**src/include/sdsp_pkg.sv**
```systemverilog
// Package for the single-wire debug serial port: frame layout, bit timing, memory carriers.
// Assumes a 10 MHz core clock and a serial clock chosen outside by the select bit.
package sdsp_pkg;
  localparam int CLK_MHZ = 10;
  localparam int OPC_W = 8;
  localparam int ADR_W = 16;
  localparam int DAT_W = 16;
  localparam logic [4:0] BIT_TICKS = 5'h10;
  localparam logic [4:0] SAMPLE_TICK = 5'h0A;
  localparam logic [4:0] GLITCH_TICK = 5'h08;
  localparam logic [4:0] ONE_PULSE_TICK = 5'h07;
  localparam logic [4:0] ZERO_PULSE_TICK = 5'h0D;
  localparam logic [9:0] TIMEOUT_TICKS = 10'h200;
  localparam logic [7:0] STEAL_WAIT = 8'h80;
  localparam logic [5:0] BITS_OPC = 6'h08;
  localparam logic [5:0] BITS_ADR = 6'h10;
  localparam logic [5:0] BITS_DAT = 6'h10;
  // Opcode fields used to size the frame and pick the access kind
  localparam int OPC_HW_BIT = 7;
  localparam int OPC_RD_BIT = 5;
  localparam int OPC_WORD_BIT = 3;
  localparam int OPC_BD_BIT = 2;
  localparam logic [7:0] HW_ADDR_MASK = 8'hC0;
  localparam logic [7:0] FW_DAT_MASK = 8'h60;
  typedef enum logic [3:0] {
    SDSP_IDLE = 4'b0001,
    SDSP_RX = 4'b0010,
    SDSP_BUSY = 4'b0100,
    SDSP_TX = 4'b1000
  } sdsp_state_t;
  typedef struct packed {
    logic req;
    logic wr;
    logic bd;
    logic [ADR_W-1:0] addr;
    logic [DAT_W-1:0] wdata;
  } sdsp_mreq_t;
  typedef struct packed {
    logic gnt;
    logic [DAT_W-1:0] rdata;
  } sdsp_mrsp_t;
  typedef struct packed {
    logic valid;
    logic [OPC_W-1:0] opcode;
    logic [DAT_W-1:0] data;
  } sdsp_fw_t;
endpackage : sdsp_pkg

```
**src/rtl/sdsp_port.sv**
```systemverilog
// Single-wire debug serial port: bit engine, frame collector, hardware memory access.
// Assumes pin_in synchronous to clk; tgt_tick marks serial clock edges chosen by the select bit.
//
// How it works
// - Frame is 8-bit opcode then optional 16-bit address and/or 16-bit data.
// - Every read returns a full 16-bit word.
// - Byte read: even address data in upper byte, odd address in lower.
// - Word access ignores address bit zero.
// - Hardware access waits up to 128 cycles for free bus, then steals.
// - Serial timing uses target clock chosen by serial clock select bit.
// - Bits last 16 target cycles, sent MSB first.
// - Interface times out after 512 target cycles between falling edges.
// - Transmitter drives the speedup pulse ending a low level.
// - Device samples host bit ten target cycles after perceived edge.
// - Device sending one drives speedup pulse seven cycles after bit start.
// - Device sending zero holds low 13 cycles then speedup pulse.
// - Pin is mode select during reset, serial line afterwards.
`timescale 1ns/1ps
`default_nettype none
module sdsp_port
  import sdsp_pkg::*;
(
  input wire logic clk,
  input wire logic rst,
  input wire logic tgt_tick,
  input wire logic serial_clock_select,
  input wire logic pin_in,
  output logic pin_out,
  output logic pin_oe,
  output logic mode_special,
  output sdsp_pkg::sdsp_mreq_t mreq,
  input wire sdsp_pkg::sdsp_mrsp_t mrsp,
  input wire logic bus_free,
  output sdsp_pkg::sdsp_fw_t fw_cmd,
  input wire logic fw_rd_valid,
  input wire logic [15:0] fw_rd_data,
  output logic serial_timeout
);
  import sdsp_pkg::*;

  sdsp_state_t st_q, st_d;
  logic pin_q, pin_d;
  logic [4:0] tick_q, tick_d;
  logic [9:0] idle_q, idle_d;
  logic in_bit_q, in_bit_d;
  logic [5:0] cnt_q, cnt_d;
  logic [5:0] need_q, need_d;
  logic [OPC_W-1:0] opc_q, opc_d;
  logic [DAT_W-1:0] sh_q, sh_d;
  logic [ADR_W-1:0] adr_q, adr_d;
  logic [1:0] phase_q, phase_d;
  logic [7:0] wait_q, wait_d;
  logic mode_q, mode_d;
  logic started_q, started_d;
  logic tx_bit_q, tx_bit_d;
  logic pout_q, pout_d;
  logic poe_q, poe_d;
  logic tmo_q, tmo_d;
  sdsp_mreq_t mreq_q, mreq_d;
  sdsp_fw_t fw_q, fw_d;

  logic fall;
  logic is_hw, is_rd, is_word;
  logic [DAT_W-1:0] rd_word;
  logic [OPC_W-1:0] opc_in;

  // Falling edge seen one clock late at most; counts from the perceived edge
  assign fall = pin_q & ~pin_in & ~poe_q;
  assign is_hw = opc_q[OPC_HW_BIT];
  assign is_rd = opc_q[OPC_RD_BIT];
  assign is_word = opc_q[OPC_WORD_BIT];
  assign opc_in = {sh_q[OPC_W-2:0], pin_in};

  // Byte read placement; word reads come back whole
  always_comb begin
    if (is_word) begin
      rd_word = mrsp.rdata;
    end else if (adr_q[0]) begin
      rd_word = {8'h00, mrsp.rdata[7:0]};
    end else begin
      rd_word = {mrsp.rdata[15:8], 8'h00};
    end
  end

  always_comb begin
    st_d = st_q;
    pin_d = pin_in;
    tick_d = tick_q;
    idle_d = idle_q;
    in_bit_d = in_bit_q;
    cnt_d = cnt_q;
    need_d = need_q;
    opc_d = opc_q;
    sh_d = sh_q;
    adr_d = adr_q;
    phase_d = phase_q;
    wait_d = wait_q;
    mode_d = mode_q;
    started_d = 1'b1;
    tx_bit_d = tx_bit_q;
    pout_d = 1'b0;
    poe_d = 1'b0;
    tmo_d = 1'b0;
    mreq_d = mreq_q;
    fw_d = fw_q;
    fw_d.valid = 1'b0;
    // Strap caught on the first clock after reset release
    if (!started_q) begin
      mode_d = ~pin_in;
    end
    // Bit timer runs on target clock ticks only
    if (in_bit_q && tgt_tick) begin
      tick_d = tick_q + 5'h01;
      if (tick_q == BIT_TICKS - 5'h01) begin
        in_bit_d = 1'b0;
      end
    end
    if (tgt_tick && st_q != SDSP_IDLE && st_q != SDSP_BUSY) begin
      if (idle_q == TIMEOUT_TICKS - 10'h001) begin
        // Partial frame is dropped; next edge begins a fresh opcode
        st_d = SDSP_IDLE;
        cnt_d = 6'h00;
        tmo_d = 1'b1;
        idle_d = 10'h000;
      end else begin
        idle_d = idle_q + 10'h001;
      end
    end
    if (fall && started_q && st_q != SDSP_BUSY) begin
      tick_d = 5'h00;
      in_bit_d = 1'b1;
      idle_d = 10'h000;
      if (st_q == SDSP_IDLE) begin
        st_d = SDSP_RX;
        cnt_d = 6'h00;
        need_d = BITS_OPC;
        phase_d = 2'd0;
      end
      if (st_q == SDSP_TX) begin
        tx_bit_d = sh_q[DAT_W-1];
        sh_d = {sh_q[DAT_W-2:0], 1'b0};
      end
    end
    case (st_q)
      SDSP_RX: begin
        if (in_bit_q && tgt_tick && tick_q == SAMPLE_TICK - 5'h01) begin
          // Sampled at tick ten; a slow host one is a zero here
          sh_d = {sh_q[DAT_W-2:0], pin_in};
          cnt_d = cnt_q + 6'h01;
          if (cnt_q + 6'h01 == need_q) begin
            cnt_d = 6'h00;
            if (phase_q == 2'd0) begin
              opc_d = {sh_q[OPC_W-2:0], pin_in};
              if (opc_in[OPC_HW_BIT]) begin
                need_d = BITS_ADR;
                phase_d = 2'd1;
              end else if (({sh_q[6:0], pin_in} & FW_DAT_MASK) == 8'h40) begin
                need_d = BITS_DAT;
                phase_d = 2'd2;
              end else begin
                fw_d.valid = 1'b1;
                fw_d.opcode = {sh_q[OPC_W-2:0], pin_in};
                // Firmware reads park in busy until the data arrives
                st_d = ({sh_q[6:0], pin_in} & FW_DAT_MASK) == FW_DAT_MASK ?
                  SDSP_BUSY : SDSP_IDLE;
              end
            end else if (phase_q == 2'd1) begin
              adr_d = {sh_q[DAT_W-2:0], pin_in};
              if (!is_rd) begin
                need_d = BITS_DAT;
                phase_d = 2'd2;
              end else begin
                st_d = SDSP_BUSY;
                wait_d = 8'h00;
                mreq_d.req = 1'b1;
                mreq_d.wr = 1'b0;
                mreq_d.bd = opc_q[OPC_BD_BIT];
                mreq_d.addr = is_word ? {sh_q[DAT_W-2:0], 1'b0} :
                  {sh_q[DAT_W-2:0], pin_in};
              end
            end else begin
              if (is_hw) begin
                st_d = SDSP_BUSY;
                wait_d = 8'h00;
                mreq_d.req = 1'b1;
                mreq_d.wr = 1'b1;
                mreq_d.bd = opc_q[OPC_BD_BIT];
                mreq_d.addr = is_word ? {adr_q[ADR_W-1:1], 1'b0} : adr_q;
                mreq_d.wdata = {sh_q[DAT_W-2:0], pin_in};
              end else begin
                st_d = SDSP_IDLE;
                fw_d.valid = 1'b1;
                fw_d.opcode = opc_q;
                fw_d.data = {sh_q[DAT_W-2:0], pin_in};
              end
            end
          end
        end
      end
      SDSP_BUSY: begin
        if (!is_hw) begin
          if (fw_rd_valid) begin
            sh_d = fw_rd_data;
            in_bit_d = 1'b0;
            st_d = SDSP_TX;
            cnt_d = 6'h00;
            idle_d = 10'h000;
          end
        end else if (mreq_q.req) begin
          // Free cycle preferred; after the wait a cycle is stolen anyway
          if (wait_q != STEAL_WAIT) begin
            wait_d = wait_q + 8'h01;
          end
          if (mrsp.gnt && (bus_free || wait_q == STEAL_WAIT)) begin
            mreq_d.req = 1'b0;
            if (mreq_q.wr) begin
              st_d = SDSP_IDLE;
            end else begin
              sh_d = rd_word;
              // Timer of the last request bit may still run; it must not drive the pin
              in_bit_d = 1'b0;
              st_d = SDSP_TX;
              cnt_d = 6'h00;
              idle_d = 10'h000;
            end
          end
        end
      end
      SDSP_TX: begin
        if (in_bit_q) begin
          if (!tx_bit_q && tick_q < ZERO_PULSE_TICK) begin
            poe_d = 1'b1;
          end else if (tick_q == (tx_bit_q ? ONE_PULSE_TICK : ZERO_PULSE_TICK)) begin
            poe_d = 1'b1;
            pout_d = 1'b1;
          end
          if (tgt_tick && tick_q == BIT_TICKS - 5'h01) begin
            cnt_d = cnt_q + 6'h01;
            if (cnt_q + 6'h01 == BITS_DAT) begin
              st_d = SDSP_IDLE;
            end
          end
        end
      end
      default: begin
      end
    endcase
  end

  always_ff @(posedge clk or posedge rst) begin
    if (rst) begin
      st_q <= SDSP_IDLE;
      pin_q <= 1'b1;
      tick_q <= 5'h00;
      idle_q <= 10'h000;
      in_bit_q <= 1'b0;
      cnt_q <= 6'h00;
      need_q <= 6'h00;
      opc_q <= 8'h00;
      sh_q <= 16'h0000;
      adr_q <= 16'h0000;
      phase_q <= 2'd0;
      wait_q <= 8'h00;
      mode_q <= 1'b0;
      started_q <= 1'b0;
      tx_bit_q <= 1'b0;
      pout_q <= 1'b0;
      poe_q <= 1'b0;
      tmo_q <= 1'b0;
      mreq_q <= '0;
      fw_q <= '0;
    end else begin
      st_q <= st_d;
      pin_q <= pin_d;
      tick_q <= tick_d;
      idle_q <= idle_d;
      in_bit_q <= in_bit_d;
      cnt_q <= cnt_d;
      need_q <= need_d;
      opc_q <= opc_d;
      sh_q <= sh_d;
      adr_q <= adr_d;
      phase_q <= phase_d;
      wait_q <= wait_d;
      mode_q <= mode_d;
      started_q <= started_d;
      tx_bit_q <= tx_bit_d;
      pout_q <= pout_d;
      poe_q <= poe_d;
      tmo_q <= tmo_d;
      mreq_q <= mreq_d;
      fw_q <= fw_d;
    end
  end

  // Pin is never driven while reset holds, so the strap reads cleanly
  assign pin_out = pout_q;
  assign pin_oe = poe_q;
  assign mode_special = mode_q;
  assign mreq = mreq_q;
  assign fw_cmd = fw_q;
  assign serial_timeout = tmo_q;
  // Select bit only chooses the tick source outside this block
  logic unused_sel;
  assign unused_sel = serial_clock_select;
endmodule : sdsp_port
`default_nettype wire

```
**config.mk**
```make
export PLATFORM = sky130hd
export DESIGN_NAME = sdsp_port
export DESIGN_NICKNAME = d
export VERILOG_FILES = /design/src/include/sdsp_pkg.sv /design/src/rtl/sdsp_port.sv
export SDC_FILE = /design/constraint.sdc
export NUM_CORES = 1
export LEC_CHECK = 0
export BUFFER_PORTS_ARGS = -buffer_cell sky130_fd_sc_hd__buf_2
export CORE_MARGIN = 5
export CORE_UTILIZATION = 35
export CTS_CLUSTER_SIZE = 20
export DETAILED_ROUTE_END_ITERATION = 7
export SYNTH_ARGS = -nofsm -noshare
export SYNTH_HDL_FRONTEND = slang
export SYNTH_SLANG_ARGS = --single-unit
```
**constraint.sdc**
```tcl
create_clock -name clk -period 5.8 [get_ports clk]
set_clock_uncertainty 0.15 [all_clocks]
set_input_delay 0 -clock clk [delete_from_list [all_inputs] [get_ports clk]]
set_output_delay 0 -clock clk [all_outputs]
set_load 0.02 [all_outputs]
```
---- After elaboration in Yosys (flattened, before gate mapping) ----
Index checks and enable logic that the tools add are counted.
word-level totals
  flip-flop bits (word level) ............. 149
  output and inout port bits .............. 64
cells by class
  add/sub/neg operators ................... 4
  order comparisons ....................... 1
  eq/ne operators ......................... 30
  mux-type cells .......................... 129
  bitwise gates (word level) .............. 7
  reductions and logical operators ........ 24
operators with widths
  operator                                         count
  2-to-1 mux 16 bit                                12
  2-to-1 mux 35 bit                                4
  2-to-1 mux 6 bit                                 23
  2-to-1 mux 25 bit                                5
  2-to-1 mux 10 bit                                9
  2-to-1 mux 4 bit                                 20
  2-to-1 mux 8 bit                                 9
  2-to-1 mux 19 bit                                2
  one-hot mux 16 bit (2 select lines)              1
  2-to-1 mux 9 bit                                 3
  2-to-1 mux 1 bit                                 23
  2-to-1 mux 2 bit                                 10
  != test 2 bit (second input constant)            10
  one-hot mux 6 bit (3 select lines)               1
  AND reduction 6 bit                              3
  one-hot mux 8 bit (2 select lines)               1
  AND reduction 7 bit                              2
  one-hot mux 4 bit (3 select lines)               1
  adder 10 x 1 -> 10 bit (second input constant)   1
  == test 10 x 9 -> 1 bit (second input constant)  1
  == test 5 x 4 -> 1 bit (second input constant)   2
  2-to-1 mux 5 bit                                 2
  logical AND 1 bit                                9
  AND reduction 9 bit                              1
  other kinds (30)                                 40

---- Depth between registers and ports, before layout ----
  depth after elaboration ................. 12
  gate-level depth with buffers ........... 10
  gate-level depth less buffers ........... 8

---- Worst setup path before layout ----
No wires, ideal clock.
  kind .................................... reg-to-reg
  from .................................... reg wait_q[0]
  to ...................................... reg sh_q[11]
  setup time .............................. 0.126 ns
  data arrival time ....................... 2.428 ns
  slack ................................... 3.096 ns
  cell stages (with the launch flop) ...... 11
  period minus slack after synthesis ...... 2.704 ns
  cell sequence ........................... dfrtp_1 inv_1 ha_1 or3b_2 o21ba_4 o41ai_4 o21ai_2 and2_4 buf_6 buf_8 a221o_1
between the ends
  longest elaborated chain between the ends .. 7
ends and longest elaborated chain
  element                              RTL line          RTL
  start: declaration                   sdsp_port.sv:52   logic [7:0] wait_q, wait_d;
  start signal: assignment             sdsp_port.sv:284  wait_q <= wait_d;
  == test 8 bit                        sdsp_port.sv:214  if (mrsp.gnt && (bus_free || wait_q == STEAL_WAIT)) begin
  logical OR 1 bit                     sdsp_port.sv:214
  logical AND 1 bit                    sdsp_port.sv:214
  2-to-1 mux 16 bit                    sdsp_port.sv:214
  2-to-1 mux 16 bit                    sdsp_port.sv:209  end else if (mreq_q.req) begin
  2-to-1 mux 16 bit                    sdsp_port.sv:201  if (!is_hw) begin
  one-hot mux 16 bit (2 select lines)  sdsp_port.sv:144  case (st_q)
  via sh_d[11]                         sdsp_port.sv:49   logic [DAT_W-1:0] sh_q, sh_d;
  end signal: assignment               sdsp_port.sv:260  sh_q <= 16'h0000;
  end signal: assignment               sdsp_port.sv:281  sh_q <= sh_d;
  end: declaration                     sdsp_port.sv:49
The timed path passes the listed nets, and every way through them passes these cells.
A chain may end at the register's enable or synchronous reset.

---- Worst setup path after layout ----
  from .................................... reg in_bit_q
  to ...................................... reg adr_q[9]
between the ends
  longest elaborated chain between the ends .. 3
ends and longest elaborated chain
  element                               RTL line          RTL
  start: declaration                    sdsp_port.sv:45   logic in_bit_q, in_bit_d;
  start signal: assignment              sdsp_port.sv:277  in_bit_q <= in_bit_d;
  logical AND 1 bit (2 in a row)        sdsp_port.sv:146  if (in_bit_q && tgt_tick && tick_q == SAMPLE_TICK - 5'h01) begin
  AND reduction 5 bit (no source line)  --
  end signal: assignment                sdsp_port.sv:282  adr_q <= adr_d;
  end: declaration                      sdsp_port.sv:50   logic [ADR_W-1:0] adr_q, adr_d;
No other way between the ends.

==> results.txt <==
Post-route insts no fill: 1060
Cell variety after synth: 74
Xor/xnor share of the synthesized area: 2.345%
Yosys synthesis warning count: 0
R2r setup slk: 2.25 ns
Post-synthesis adder-cell area fraction: 1.234%
Tcrit/Tclk final: 61.18%
CTS resizes: 0
Slew HR: 22.66%
Final period demand of the worst path: 3.548 ns
PortBufs: 101
Vias in the first global route: 5668
Row cnt: 52
Num Clock Sinks: 148
Syn avg cell area: 10.92 µm²
Core Area: 20100 µm²
Syn nets: 697
First-pass GRT wire length: 30400 µm
Mapped cell area: 7097 µm²
Internal power: 1.755 mW
GRT Total Usage: 15.87%
Arr. time, crit path: 3.70 ns
Largest family of logic cells by synthesized area: compound AO/OA/AOI/OAI gates
Max_cap viols: 0
Worst-skew pair later-pin latency: 0.42 ns
Multiplexer share of the synthesized area: 9.362%
EDFF count, synth: 0
GPL Wtd Cong: 0.8321
Switching share of power: 25.42%
Ant diodes: 0
Post-route DRC violation count: 0
Max Fanout on Critical Path: 17
CTS Buf Count: 17
Compound-Gate Fraction of Synth Area: 15.74%
Peak supply drop: 192.0 µV
CTS tree: yes
CP Launch Type: flip-flop
CTS H-tree depth: 4
Grt ovf: 0
Transition time of the tightest slew-check pin: 1.131 ns
Placed instance count: 991
Largest net degree at the start of global routing: 80
Horiz. Die Dim: 152.4 µm
Comb pwr share: 6.9%
Mapped Cells: 650
Initial antenna violation count: 2
Highest Clock Rate: 281.8 MHz
Sequential element share of the synthesized area: 52.22%
Clock power frac: 44.9%
Overall die area: 23220 µm²
CP Capture Type: flip-flop
Post-route ant nets: 0
Avg WL per Cell: 16.94 µm
Worst Reg-to-Reg Cells: 6
Final WL: 17950 µm
Area delta synth->final: 23.33%
Post-synthesis async set-or-reset flop share: 100.0%
Cell Pwr Density: 268.8 nW/µm²
Share of layout cells above drive strength 1: 28.23%
Initial Util: 35.30%
Status: complete, no violations
Ys flop type: dfrtp_1
Final #Nets: 824
Clock buffer depth: 2
# setup viols final: 0
Sequential power share: 48.2%
Simple-Gate Fraction of Synth Area: 15.55%
Final Max Slew Viols: 0
Worst path required time: 5.95 ns
Post-CTS Setup Bufs: 0
Final hold vios: 0
Sw Pwr: 0.5981 mW
Initial DRC Count: 296
RR Endpoint: adr_q[9]$_DFFE_PP0P_
LEAKAGE: 4.206 nW
Seq cells post-synth: 148
Unrepaired setup endpoints after global routing: false
Router iterations before antenna repair: 4
Reg-to-reg startpoint: in_bit_q$_DFF_PP0_
I/O pin cnt: 104
Final Core Density: 43.53%
Number of vias per cell: 5.197
Height of the die: 152.4 µm
CTS Root Cell: clkbuf_16
DP HPWL: 12140 µm
Setup TNS: 0 ns
Worst Hold Class: input port to async pin
Via count: 5509
Worst Path Class, Setup: flip-flop to flip-flop
Clock transition at the registers of the reported paths: 0.07 ns
[layout by cell type, fill, tap and decap left out, types with 6 or more instances in the layout]
| master | count |
|---|---|
| xnor2_1 | 7 |
| clkbuf_16 | 17 |
| nand3_1 | 29 |
| xor2_1 | 12 |
| a31oi_1 | 6 |
| nor2_1 | 37 |
| dlygate4sd3_1 | 37 |
| buf_4 | 6 |
| a221o_2 | 6 |
| nand2_1 | 60 |
| inv_6 | 6 |
| a21oi_1 | 29 |
| buf_2 | 101 |
| or3_1 | 6 |
| a221o_1 | 10 |
| nand2b_1 | 9 |
| mux2_2 | 59 |
| and3_1 | 12 |
| inv_1 | 18 |
| dfrtp_1 | 146 |
| a22o_1 | 16 |
| o31ai_1 | 7 |
| nor3_1 | 6 |
| ha_1 | 7 |
| nor2b_1 | 9 |
| o21ai_0 | 30 |
[area by class of cell]
class	count	area [µm²]
Fill cell	1908	11350
Inverter	19	76.32
Multi-Input combinational cell	447	3153
Timing Repair Buffer	144	920.9
Sequential cell	148	3706
Clock inverter	12	121.4
Clock buffer	20	436.7
Tap cell	270	337.8
[routing by layer]
layer | vias up | global-route usage (%) | share of wire (%)
met5 | - | 0 | 0.078
met4 | 4 | 3.981 | 1.2
met3 | 23 | 5.141 | 5.7
met2 | 121 | 26.08 | 47
met1 | 2718 | 20.39 | 46
li1 | 2643 | - | -
[registers in the layout, summed over array words and instances (netlist names), 2 cells and up]
register	count
sh_q	16
phase_q	2
need_q	6
wait_q	8
idle_q	10
adr_q	16
cnt_q	6
st_q	4
fw_cmd	24
tick_q	5
mreq	35
opc_q	8
[power by group through the flow]
stage	clock network (mW)	logic [mW]	registers [mW]
finish	1.06	0.162	1.13
global route	1.13	0.189	1.14
CTS	1.08	0.165	1.13
detailed placement	0	0.141	1.15
global placement	0	0.138	1.15
floorplan	0	0.104	1.13
[kinds of logic after synthesis]
family	count (synthesis)
mux	59
xor+xnor	19
flops	148
compound gates	153
other cells	2
simple gates	207
buf+inv	55
fa+ha+maj	7
[Yosys cell counts (9+ instances only)]
| library cell | instances | area, µm² |
|---|---|---|
| o21ai_0 | 30 | 150.1 |
| buf_2 | 9 | 45.04 |
| and3_1 | 12 | 75.07 |
| a22o_1 | 16 | 140.1 |
| clkbuf_1 | 22 | 82.58 |
| a221o_1 | 10 | 100.1 |
| dfrtp_1 | 146 | 3654 |
| nor2b_1 | 9 | 56.30 |
| inv_1 | 19 | 71.32 |
| nor2_1 | 37 | 138.9 |
| a21oi_1 | 29 | 145.1 |
| nand3_1 | 29 | 145.1 |
| nand2b_1 | 9 | 56.30 |
| xor2_1 | 12 | 105.1 |
| mux2_2 | 59 | 664.4 |
| nand2_1 | 60 | 225.2 |
[worst max path at each step]
stage	cells past startpoint	end	slack [ns]	startpoint
floorplan	1	adr_q[0]$_DFFE_PP0P_	1.67	rst
global placement	6	adr_q[4]$_DFFE_PP0P_	2.25	in_bit_q$_DFF_PP0_
detailed placement	6	adr_q[9]$_DFFE_PP0P_	2.23	in_bit_q$_DFF_PP0_
CTS	6	adr_q[3]$_DFFE_PP0P_	2.17	in_bit_q$_DFF_PP0_
global route	6	adr_q[7]$_DFFE_PP0P_	1.87	in_bit_q$_DFF_PP0_
finish	6	adr_q[9]$_DFFE_PP0P_	2.25	in_bit_q$_DFF_PP0_
[timing repair]
item                                    in CTS  in global routing
endpoints found under the setup margin       0                  0
hold buffers                                37                  0
endpoints found under the hold margin       96                  0
[worst max-delay path: stages (launching register included)]
cell and delay, ns:
dfrtp_1 0.35, and2_0 0.64, nand2_1 0.13, nor2_1 0.27, nand3_1 0.57, nor2_2 0.90
mux2_2 0.41
[per-stage QoR]
step	setup WS (ns)	cell area [µm²]	power, mW	hold WS, ns
after floorplan	1.674	7097	1.237	-0.1455
after global placement	2.253	7824	1.289	-0.001475
after detailed placement	2.231	7824	1.293	-0.002856
after CTS	2.170	8752	2.377	0.04415
final	2.252	8752	2.353	0.06284
after global routing	1.866	8752	2.455	0.1422
(Power assumes the default switching activity.)
